<file path="config.mk">
export PLATFORM = sky130hd
export DESIGN_NAME = compact_timer_unit
export DESIGN_NICKNAME = d
export VERILOG_FILES = /design/src/shared/ctm_pkg.sv /design/src/rtl/count_tick_gen.sv /design/src/rtl/compact_timer_unit.sv
export SDC_FILE = /design/constraint.sdc
export NUM_CORES = 1
export LEC_CHECK = 0
export BUFFER_PORTS_ARGS = -buffer_cell sky130_fd_sc_hd__buf_2
export CAP_MARGIN = 20
export CORE_MARGIN = 10
export CORE_UTILIZATION = 40
export DETAILED_ROUTE_END_ITERATION = 6
export PLACE_DENSITY = 0.73
export SLEW_MARGIN = 20
export SYNTH_ARGS = -nofsm -noshare
export SYNTH_HDL_FRONTEND = slang
export SYNTH_SLANG_ARGS = --single-unit
</file>
<file path="constraint.sdc">
create_clock -name sys_clk_i -period 2.25 [get_ports sys_clk_i]
set_input_delay 0.1125 -clock sys_clk_i [delete_from_list [all_inputs] [get_ports sys_clk_i]]
set_output_delay 0.1125 -clock sys_clk_i [all_outputs]
set_load 0.05 [all_outputs]
</file>
<file path="src/shared/ctm_pkg.sv">
// constants for the compact timer with compare output
// assumes a 32-bit apb slave with byte-wide registers in the low lanes
package compact_timer_pkg;

    // register byte addresses
    localparam logic [7:0] OFS_CONTROL_ZERO = 8'h00;
    localparam logic [7:0] OFS_CONTROL_ONE = 8'h04;
    localparam logic [7:0] OFS_COUNTER_LOW = 8'h08;
    localparam logic [7:0] OFS_COUNTER_HIGH = 8'h0C;
    localparam logic [7:0] OFS_COMPARE_A_LOW = 8'h10;
    localparam logic [7:0] OFS_COMPARE_A_HIGH = 8'h14;
    localparam logic [7:0] OFS_MATCH_STATUS = 8'h18;

    // control zero fields
    localparam int CZ_PERIOD_LSB = 0;
    localparam int CZ_RUN_BIT = 3;
    localparam int CZ_CLKSEL_LSB = 4;

    // control one fields (timer_control_one)
    localparam int CO_CLEAR_SRC_BIT = 0;
    localparam int CO_SWAP_BIT = 1;
    localparam int CO_INVERT_BIT = 2;
    localparam int CO_INIT_LEVEL_BIT = 3;
    localparam int CO_ACTION_LSB = 4;
    localparam int CO_MODE_LSB = 6;

    // status fields, write one to clear
    localparam int ST_MATCH_A_BIT = 0;
    localparam int ST_MATCH_P_BIT = 1;

    // reset values
    localparam logic [7:0] CONTROL_RESET = 8'h00;
    localparam logic [9:0] COMPARE_A_RESET = 10'h000;
    localparam logic [9:0] COUNTER_RESET = 10'h000;

    // counter geometry
    localparam int COUNT_W = 10;
    localparam int PERIOD_W = 3;
    localparam int PERIOD_LSB = 7;

    // counting clock dividers
    localparam int DIV_SYS_QUARTER = 4;
    localparam int DIV_HIGH_16 = 16;
    localparam int DIV_HIGH_64 = 64;
    localparam int DIV_SUB_DEFAULT = 256;

    typedef enum logic [1:0]
    {
        MODE_COMPARE = 2'b00,
        MODE_UNDEFINED = 2'b01,
        MODE_PWM = 2'b10,
        MODE_TIMER = 2'b11
    } mode_t;

    typedef enum logic [1:0]
    {
        ACT_KEEP = 2'b00,
        ACT_LOW = 2'b01,
        ACT_HIGH = 2'b10,
        ACT_TOGGLE = 2'b11
    } action_t;

endpackage

</file>
<file path="src/rtl/count_tick_gen.sv">
// counting clock selector: one-cycle tick per enabled counting edge
// assumes count_edge_i is synchronous to sys_clk_i
module count_tick_gen
    import compact_timer_pkg::*;
#(
    parameter int SUB_DIV = DIV_SUB_DEFAULT
)
(
    input wire logic sys_clk_i,
    input wire logic resetn_i,
    input wire logic [2:0] clk_select_i,
    input wire logic count_edge_i,
    output logic tick_o
);

    logic [7:0] div_ff;
    logic edge_prev_ff;
    logic tick_ff;
    logic nxt_tick;

    // free-running divider shared by all divided sources
    always_ff @(posedge sys_clk_i or negedge resetn_i)
    begin
        if (!resetn_i)
            div_ff <= 8'h00;
        else
            div_ff <= div_ff + 8'h01;
    end

    // previous edge-source level for edge detection
    always_ff @(posedge sys_clk_i or negedge resetn_i)
    begin
        if (!resetn_i)
            edge_prev_ff <= 1'b0;
        else
            edge_prev_ff <= count_edge_i;
    end

    // pick the tick for the selected source
    always_comb
    begin
        case (clk_select_i)
            3'b000: nxt_tick = (div_ff[1:0] == 2'(DIV_SYS_QUARTER - 1));
            3'b001: nxt_tick = 1'b1;
            3'b010: nxt_tick = (div_ff[3:0] == 4'(DIV_HIGH_16 - 1));
            3'b011: nxt_tick = (div_ff[5:0] == 6'(DIV_HIGH_64 - 1));
            3'b110: nxt_tick = count_edge_i & ~edge_prev_ff;
            3'b111: nxt_tick = ~count_edge_i & edge_prev_ff;
            default: nxt_tick = (div_ff == 8'(SUB_DIV - 1));
        endcase
    end

    always_ff @(posedge sys_clk_i or negedge resetn_i)
    begin
        if (!resetn_i)
            tick_ff <= 1'b0;
        else
            tick_ff <= nxt_tick;
    end

    assign tick_o = tick_ff;

endmodule

</file>
<file path="src/rtl/compact_timer_unit.sv">
// compact 10-bit timer with compare a and period p comparators, apb registers
// assumes an apb3 master on sys_clk_i; count_edge_i synchronous to the clock
module compact_timer_unit
    import compact_timer_pkg::*;
#(
    parameter int SUB_DIV = DIV_SUB_DEFAULT
)
(
    input wire logic sys_clk_i,
    input wire logic resetn_i,
    input wire logic psel_i,
    input wire logic penable_i,
    input wire logic pwrite_i,
    input wire logic [7:0] paddr_i,
    input wire logic [31:0] pwdata_i,
    output logic [31:0] prdata_o,
    output logic pready_o,
    output logic pslverr_o,
    input wire logic count_edge_i,
    output logic timer_output_o,
    output logic match_a_event_o,
    output logic match_p_event_o
);

    logic [7:0] control_zero_ff;
    logic [7:0] control_one_ff;
    logic [9:0] compare_a_value_ff;
    logic [9:0] count_ff;
    logic [9:0] nxt_count;
    logic run_prev_ff;
    logic match_a_flag_ff;
    logic match_p_flag_ff;
    logic out_level_ff;
    logic nxt_out_level;
    logic timer_output_ff;
    logic match_a_event_ff;
    logic match_p_event_ff;
    logic [31:0] prdata_ff;
    logic pready_ff;
    logic pslverr_ff;
    logic [31:0] rd_value;
    logic rd_hit;
    logic tick;
    logic counter_run;
    logic run_rise;
    logic [2:0] period_compare_value;
    logic clear_source_select;
    logic period_duty_swap;
    logic output_invert;
    logic output_initial_level;
    action_t action;
    mode_t mode;
    logic [9:0] count_plus;
    logic step;
    logic hit_a;
    logic hit_p;
    logic raise_a;
    logic raise_p;
    logic clear_by_a;
    logic [10:0] duty_limit;
    logic pwm_active;
    logic wr_en;
    logic status_wr;

    // decoded control fields
    assign counter_run = control_zero_ff[CZ_RUN_BIT];
    assign period_compare_value = control_zero_ff[CZ_PERIOD_LSB +: PERIOD_W];
    assign clear_source_select = control_one_ff[CO_CLEAR_SRC_BIT];
    assign period_duty_swap = control_one_ff[CO_SWAP_BIT];
    assign output_invert = control_one_ff[CO_INVERT_BIT];
    assign output_initial_level = control_one_ff[CO_INIT_LEVEL_BIT];
    assign action = action_t'(control_one_ff[CO_ACTION_LSB +: 2]);
    assign mode = mode_t'(control_one_ff[CO_MODE_LSB +: 2]);

    // counting clock source
    count_tick_gen #(
        .SUB_DIV(SUB_DIV)
    ) u_tick (
        .sys_clk_i(sys_clk_i),
        .resetn_i(resetn_i),
        .clk_select_i(control_zero_ff[CZ_CLKSEL_LSB +: 3]),
        .count_edge_i(count_edge_i),
        .tick_o(tick)
    );

    // apb access strobes, run rising edge and counting step
    assign wr_en = psel_i & penable_i & pready_ff & pwrite_i;
    assign status_wr = wr_en & (paddr_i == OFS_MATCH_STATUS);
    assign run_rise = counter_run & ~run_prev_ff;
    assign step = counter_run & ~run_rise & tick;

    // comparators on the incremented count
    assign count_plus = count_ff + 10'h001;
    assign hit_p = (count_plus[9:PERIOD_LSB] == period_compare_value) && (count_plus[PERIOD_LSB-1:0] == 7'h00);
    assign hit_a = (count_plus == compare_a_value_ff);

    // clearing comparator choice per mode
    always_comb
    begin
        if (mode == MODE_PWM)
            clear_by_a = period_duty_swap;
        else
            clear_by_a = clear_source_select;
    end

    // flag raising conditions
    always_comb
    begin
        raise_a = step & hit_a;
        raise_p = step & hit_p;
        if (mode != MODE_PWM && clear_source_select)
        begin
            raise_p = 1'b0;
            if (compare_a_value_ff == COMPARE_A_RESET)
                raise_a = 1'b0;
        end
        else if (mode != MODE_PWM)
        begin
            raise_a = step & hit_a;
            raise_p = step & hit_p;
        end
    end

    // next counter value; overflow clears naturally only when the selected clearing value (period or compare a) is zero
    always_comb
    begin
        nxt_count = count_ff;
        if (run_rise)
            nxt_count = COUNTER_RESET;
        else if (step)
        begin
            if (clear_by_a && hit_a)
                nxt_count = COUNTER_RESET;
            else if (!clear_by_a && hit_p)
                nxt_count = COUNTER_RESET;
            else
                nxt_count = count_plus;
        end
    end

    // counter register
    always_ff @(posedge sys_clk_i or negedge resetn_i)
    begin
        if (!resetn_i)
            count_ff <= COUNTER_RESET;
        else
            count_ff <= nxt_count;
    end

    // run bit history for edge detection
    always_ff @(posedge sys_clk_i or negedge resetn_i)
    begin
        if (!resetn_i)
            run_prev_ff <= 1'b0;
        else
            run_prev_ff <= counter_run;
    end

    // pwm duty threshold; a zero period value stands for 1024
    always_comb
    begin
        if (period_duty_swap)
            duty_limit = (period_compare_value == 3'h0) ? 11'h400 : {1'b0, period_compare_value, 7'h00};
        else
            duty_limit = {1'b0, compare_a_value_ff};
        pwm_active = ({1'b0, count_ff} < duty_limit);
    end

    // output level before inversion
    always_comb
    begin
        nxt_out_level = out_level_ff;
        if (run_rise && (mode == MODE_COMPARE || mode == MODE_PWM))
            nxt_out_level = output_initial_level;
        else if (mode == MODE_COMPARE && raise_a)
        begin
            case (action)
                ACT_KEEP: nxt_out_level = out_level_ff;
                ACT_LOW: nxt_out_level = 1'b0;
                ACT_HIGH: nxt_out_level = 1'b1;
                ACT_TOGGLE: nxt_out_level = ~out_level_ff;
                default: nxt_out_level = out_level_ff;
            endcase
        end
        else if (mode == MODE_PWM)
        begin
            case (action)
                ACT_KEEP: nxt_out_level = ~output_initial_level;
                ACT_LOW: nxt_out_level = output_initial_level;
                ACT_HIGH: nxt_out_level = pwm_active ? output_initial_level : ~output_initial_level;
                default: nxt_out_level = ~output_initial_level;
            endcase
        end
    end

    always_ff @(posedge sys_clk_i or negedge resetn_i)
    begin
        if (!resetn_i)
            out_level_ff <= 1'b0;
        else
            out_level_ff <= nxt_out_level;
    end

    // pin level; timer and undefined modes hold the pin
    always_ff @(posedge sys_clk_i or negedge resetn_i)
    begin
        if (!resetn_i)
            timer_output_ff <= 1'b0;
        else if (mode == MODE_COMPARE || mode == MODE_PWM)
            timer_output_ff <= nxt_out_level ^ output_invert;
    end

    // sticky match flags; a new match wins over a clear
    always_ff @(posedge sys_clk_i or negedge resetn_i)
    begin
        if (!resetn_i)
        begin
            match_a_flag_ff <= 1'b0;
            match_p_flag_ff <= 1'b0;
        end
        else
        begin
            match_a_flag_ff <= raise_a | (match_a_flag_ff & ~(status_wr & pwdata_i[ST_MATCH_A_BIT]));
            match_p_flag_ff <= raise_p | (match_p_flag_ff & ~(status_wr & pwdata_i[ST_MATCH_P_BIT]));
        end
    end

    // one-cycle match pulses for the interrupt logic outside
    always_ff @(posedge sys_clk_i or negedge resetn_i)
    begin
        if (!resetn_i)
        begin
            match_a_event_ff <= 1'b0;
            match_p_event_ff <= 1'b0;
        end
        else
        begin
            match_a_event_ff <= raise_a;
            match_p_event_ff <= raise_p;
        end
    end

    // software-written registers
    always_ff @(posedge sys_clk_i or negedge resetn_i)
    begin
        if (!resetn_i)
        begin
            control_zero_ff <= CONTROL_RESET;
            control_one_ff <= CONTROL_RESET;
            compare_a_value_ff <= COMPARE_A_RESET;
        end
        else if (wr_en)
        begin
            case (paddr_i)
                OFS_CONTROL_ZERO: control_zero_ff <= {1'b0, pwdata_i[6:0]};
                OFS_CONTROL_ONE: control_one_ff <= pwdata_i[7:0];
                OFS_COMPARE_A_LOW: compare_a_value_ff[7:0] <= pwdata_i[7:0];
                OFS_COMPARE_A_HIGH: compare_a_value_ff[9:8] <= pwdata_i[1:0];
                default: ;
            endcase
        end
    end

    // read mux; unused upper bits read zero
    always_comb
    begin
        rd_value = 32'h0000_0000;
        rd_hit = 1'b1;
        case (paddr_i)
            OFS_CONTROL_ZERO: rd_value[7:0] = control_zero_ff;
            OFS_CONTROL_ONE: rd_value[7:0] = control_one_ff;
            OFS_COUNTER_LOW: rd_value[7:0] = count_ff[7:0];
            OFS_COUNTER_HIGH: rd_value[1:0] = count_ff[9:8];
            OFS_COMPARE_A_LOW: rd_value[7:0] = compare_a_value_ff[7:0];
            OFS_COMPARE_A_HIGH: rd_value[1:0] = compare_a_value_ff[9:8];
            OFS_MATCH_STATUS:
            begin
                rd_value[ST_MATCH_A_BIT] = match_a_flag_ff;
                rd_value[ST_MATCH_P_BIT] = match_p_flag_ff;
            end
            default: rd_hit = 1'b0;
        endcase
    end

    // apb answer: ready in the first access cycle
    always_ff @(posedge sys_clk_i or negedge resetn_i)
    begin
        if (!resetn_i)
        begin
            pready_ff <= 1'b0;
            pslverr_ff <= 1'b0;
            prdata_ff <= 32'h0000_0000;
        end
        else
        begin
            pready_ff <= psel_i & ~penable_i;
            pslverr_ff <= psel_i & ~penable_i & ~rd_hit;
            prdata_ff <= (psel_i & ~penable_i & ~pwrite_i) ? rd_value : 32'h0000_0000;
        end
    end

    assign prdata_o = prdata_ff;
    assign pready_o = pready_ff;
    assign pslverr_o = pslverr_ff;
    assign timer_output_o = timer_output_ff;
    assign match_a_event_o = match_a_event_ff;
    assign match_p_event_o = match_p_event_ff;
endmodule

</file>
==> run metrics <==
status=finished with violations; violated checks=setup timing; Critical Path Max Stage Delay=500 ps; total gr overflow=0; Num Clock Sinks=62; YS warnings=0; CTS Buf Count=9; cells after synthesis=394; post-route cell area=0.00541 mm^2; Hold Path Cell Cnt=2; sequential area share after synthesis=38.8%; Primary FF master, synth=dfrtp_1; startpoint class of the critical path=flop; Slew Viols, Final=0; WP buf/inv=0; core area=0.00977 mm^2; leakage power=2.51 nW; # IOs=83; routed len/inst=19.4 um; Vias/cell=5.62; die height=120 um; Clock power frac=40.1%; All-Layer GR Usage=16.6%; Worst-path clk slew=80 ps; final period utilization=113%; # Max-Cap Violations=0; Placed Instance Area=0.00469 mm^2; DRT iter0 DRCs=304; CP Cell Sequence=nand2b_1 -> ha_2 -> nor4b_2 -> o21bai_1 -> a211oi_2 -> nor2_1 -> a2111oi_2 -> a31oi_1 -> mux2i_1 -> nand3_1; r2r setup slk=-300 ps; CTS tree=yes; Setup Skew=11.9 ps; synthesis-to-layout area growth=35.4%; DRC violations left=0; WP data required=2490 ps; area of the die=0.0144 mm^2; vias in the first global route=3695; most common cell in the synthesized netlist=dfrtp_1; initial core utilization=40.9%; RSZ-0062 raised after global routing=true; Critical Path Fanout Max=7; IO Port Bufs=34; RD Place Congestion=0.918; CP max-delay cell=dfrtp_2; Final ANT Viol Nets=0; area occupied by multi-input gates=0.00253 mm^2; fmax=392 MHz; cell chosen for the clock root=clkbuf_8; CP arrival=2790 ps; drt pass-1 iters=5; total power=2.26 mW; Hold Crit Class=primary input to flop; Yosys reg bits=62; Cell Int Power=1.60 mW; post-synthesis cell area=0.00400 mm^2; R2R cell count=10; Syn Area/Cell=10.1 um^2; CP Depth=10; setup violators final=12; clock buffer depth=2; Min Clock Period, post-route=2550 ps; filler instances=824; Max VDD drop=321 uV; Post-synth ARST share=100%; num rows=36; clk_lat worst skew=360 ps; synth top area cells=dfrtp_1 39%, mux2_1 6.5%, buf_4 5.3%, ha_1 4.4%, nand2_1 2.6%; DP Wirelength=8590 um; worst setup path class=flop to flop; pwr dens=418 mW/mm^2; setup TNS=-2690 ps; # H-tree levels=3; P_sw=664 uW; part of the power in registers=49.9%; first-pass GRT wire length=19300 um; Netlist cell types=64; NumNets Final=575; max_slew headroom=48.8%; Register Area=0.00156 mm^2; layout cells sized above 1=40.0%; Fin. Hold Viols=0; via count=3668; commonest cells in the netlist=62 x dfrtp_1, 28 x buf_4, 28 x nand2_1; Util after Layout=55.4%; DRT Wirelength=12700 um; Setup WS pre-CTS=-491 ps; number of enable flip-flop cells after synthesis=0; diode count=0; switching share of total power=29.3%; element type at the critical path end=flop; die width=120 um; antenna violations before repair=0; Setup WS post-layout=-298 ps; Yosys top cell area share=38.8%; area leader, netlist=dfrtp_1; largest net degree at the start of global routing=40; Combinational Power Share=10.0%; CP delay by family, top=compound AO/OA/AOI/OAI gates; Slew @ Worst Pin=759 ps
-- repair_timing --
item                                    in CTS  in global routing
hold buffers                                 4                  0
resized for setup                           50                 29
pin swaps                                   25                 23
cloned                                       0                  1
endpoints found under the setup margin      12                 15
setup buffers                               17                  7
endpoints found under the hold margin       28                  0
-- worst paths after layout --
| path | endpoint | from |
|---|---|---|
| worst min-delay path | compare_a_value_ff[2] | pwdata_i[2] |
| worst min register to register | u_tick.div_ff[4] | u_tick.div_ff[4] |
| worst max-delay path | timer_output_o | control_one_ff[1] |
| worst max register to register | timer_output_o | control_one_ff[1] |
| min in group asynchronous | run_prev_ff | resetn_i |
| max in group asynchronous | control_one_ff[1] | resetn_i |
-- state kept, by name, indices dropped and copies added, names as in the netlist --
| name | cells |
|---|---|
| compare_a_value_ff | 10 |
| control_one_ff | 8 |
| control_zero_ff | 7 |
| count_ff | 10 |
| match_a_event_o | 1 |
| match_a_flag_ff | 1 |
| match_p_event_o | 1 |
| match_p_flag_ff | 1 |
| out_level_ff | 1 |
| prdata_o | 8 |
| pready_o | 1 |
| pslverr_o | 1 |
| run_prev_ff | 1 |
| timer_output_o | 1 |
| u_tick.div_ff | 8 |
| u_tick.edge_prev_ff | 1 |
| u_tick.tick_o | 1 |
-- power groups by stage --
stage / Sequential [mW] / Clock, mW / Combinational [mW]
finish: 1.13 / 0.909 / 0.227
global route: 1.13 / 0.963 / 0.242
CTS: 1.13 / 0.922 / 0.224
detailed placement: 1.15 / 0 / 0.216
global placement: 1.15 / 0 / 0.211
floorplan: 1.16 / 0 / 0.164
-- cell usage in the layout, fill, tap and decap left out, types with 11 or more instances in the layout --
cell type / instances
nand3_1: 11
a21oi_2: 11
conb_1: 24
a31oi_1: 14
mux2_1: 23
dfrtp_1: 55
nand2_1: 27
nor2_1: 24
buf_4: 71
buf_2: 34
buf_6: 17
-- metal layers --
layer	up-vias	part of all wire (%)	track usage (%)	wire (um)
met5	-	0	0	0
met4	0	4.1	8.14	525
met3	43	6.5	3.80	831
met2	177	49	28.1	6250
met1	1796	40	19.5	5080
li1	1652	-	-	-
-- layout make-up --
type,instances,share of cell area (%)
timing repair buffer,127,17.6
sequential,62,28.8
inverter,7,0.486
multi-input combinational,308,46.7
clock buffer,11,2.61
tap,133,3.08
clock inverter,5,0.624
-- stage by stage --
stage               hold WS (ps)  std cells
finish                      17.4        653
global route                19.1        653
CTS                         3.65        648
detailed placement           171        611
global placement             169        611
floorplan                   -183        417
-- cells by family (layout without fill, tap and decap cells) --
family                     after synthesis  after routing  share of synthesized area [%]
and+or+nand+nor                        136            136                           20.1
AOI/OAI and AO/OA                       78             78                           13.8
DFF                                     62             62                           38.8
buffers and inverters                   47            150                           7.36
muxes                                   34             34                           9.36
xor gates and xnor gates                22             22                           6.04
adders and majority gates               14             14                           4.38
other                                    1             24                         0.0938
No activity file was read; power rests on OpenSTA's default activity.
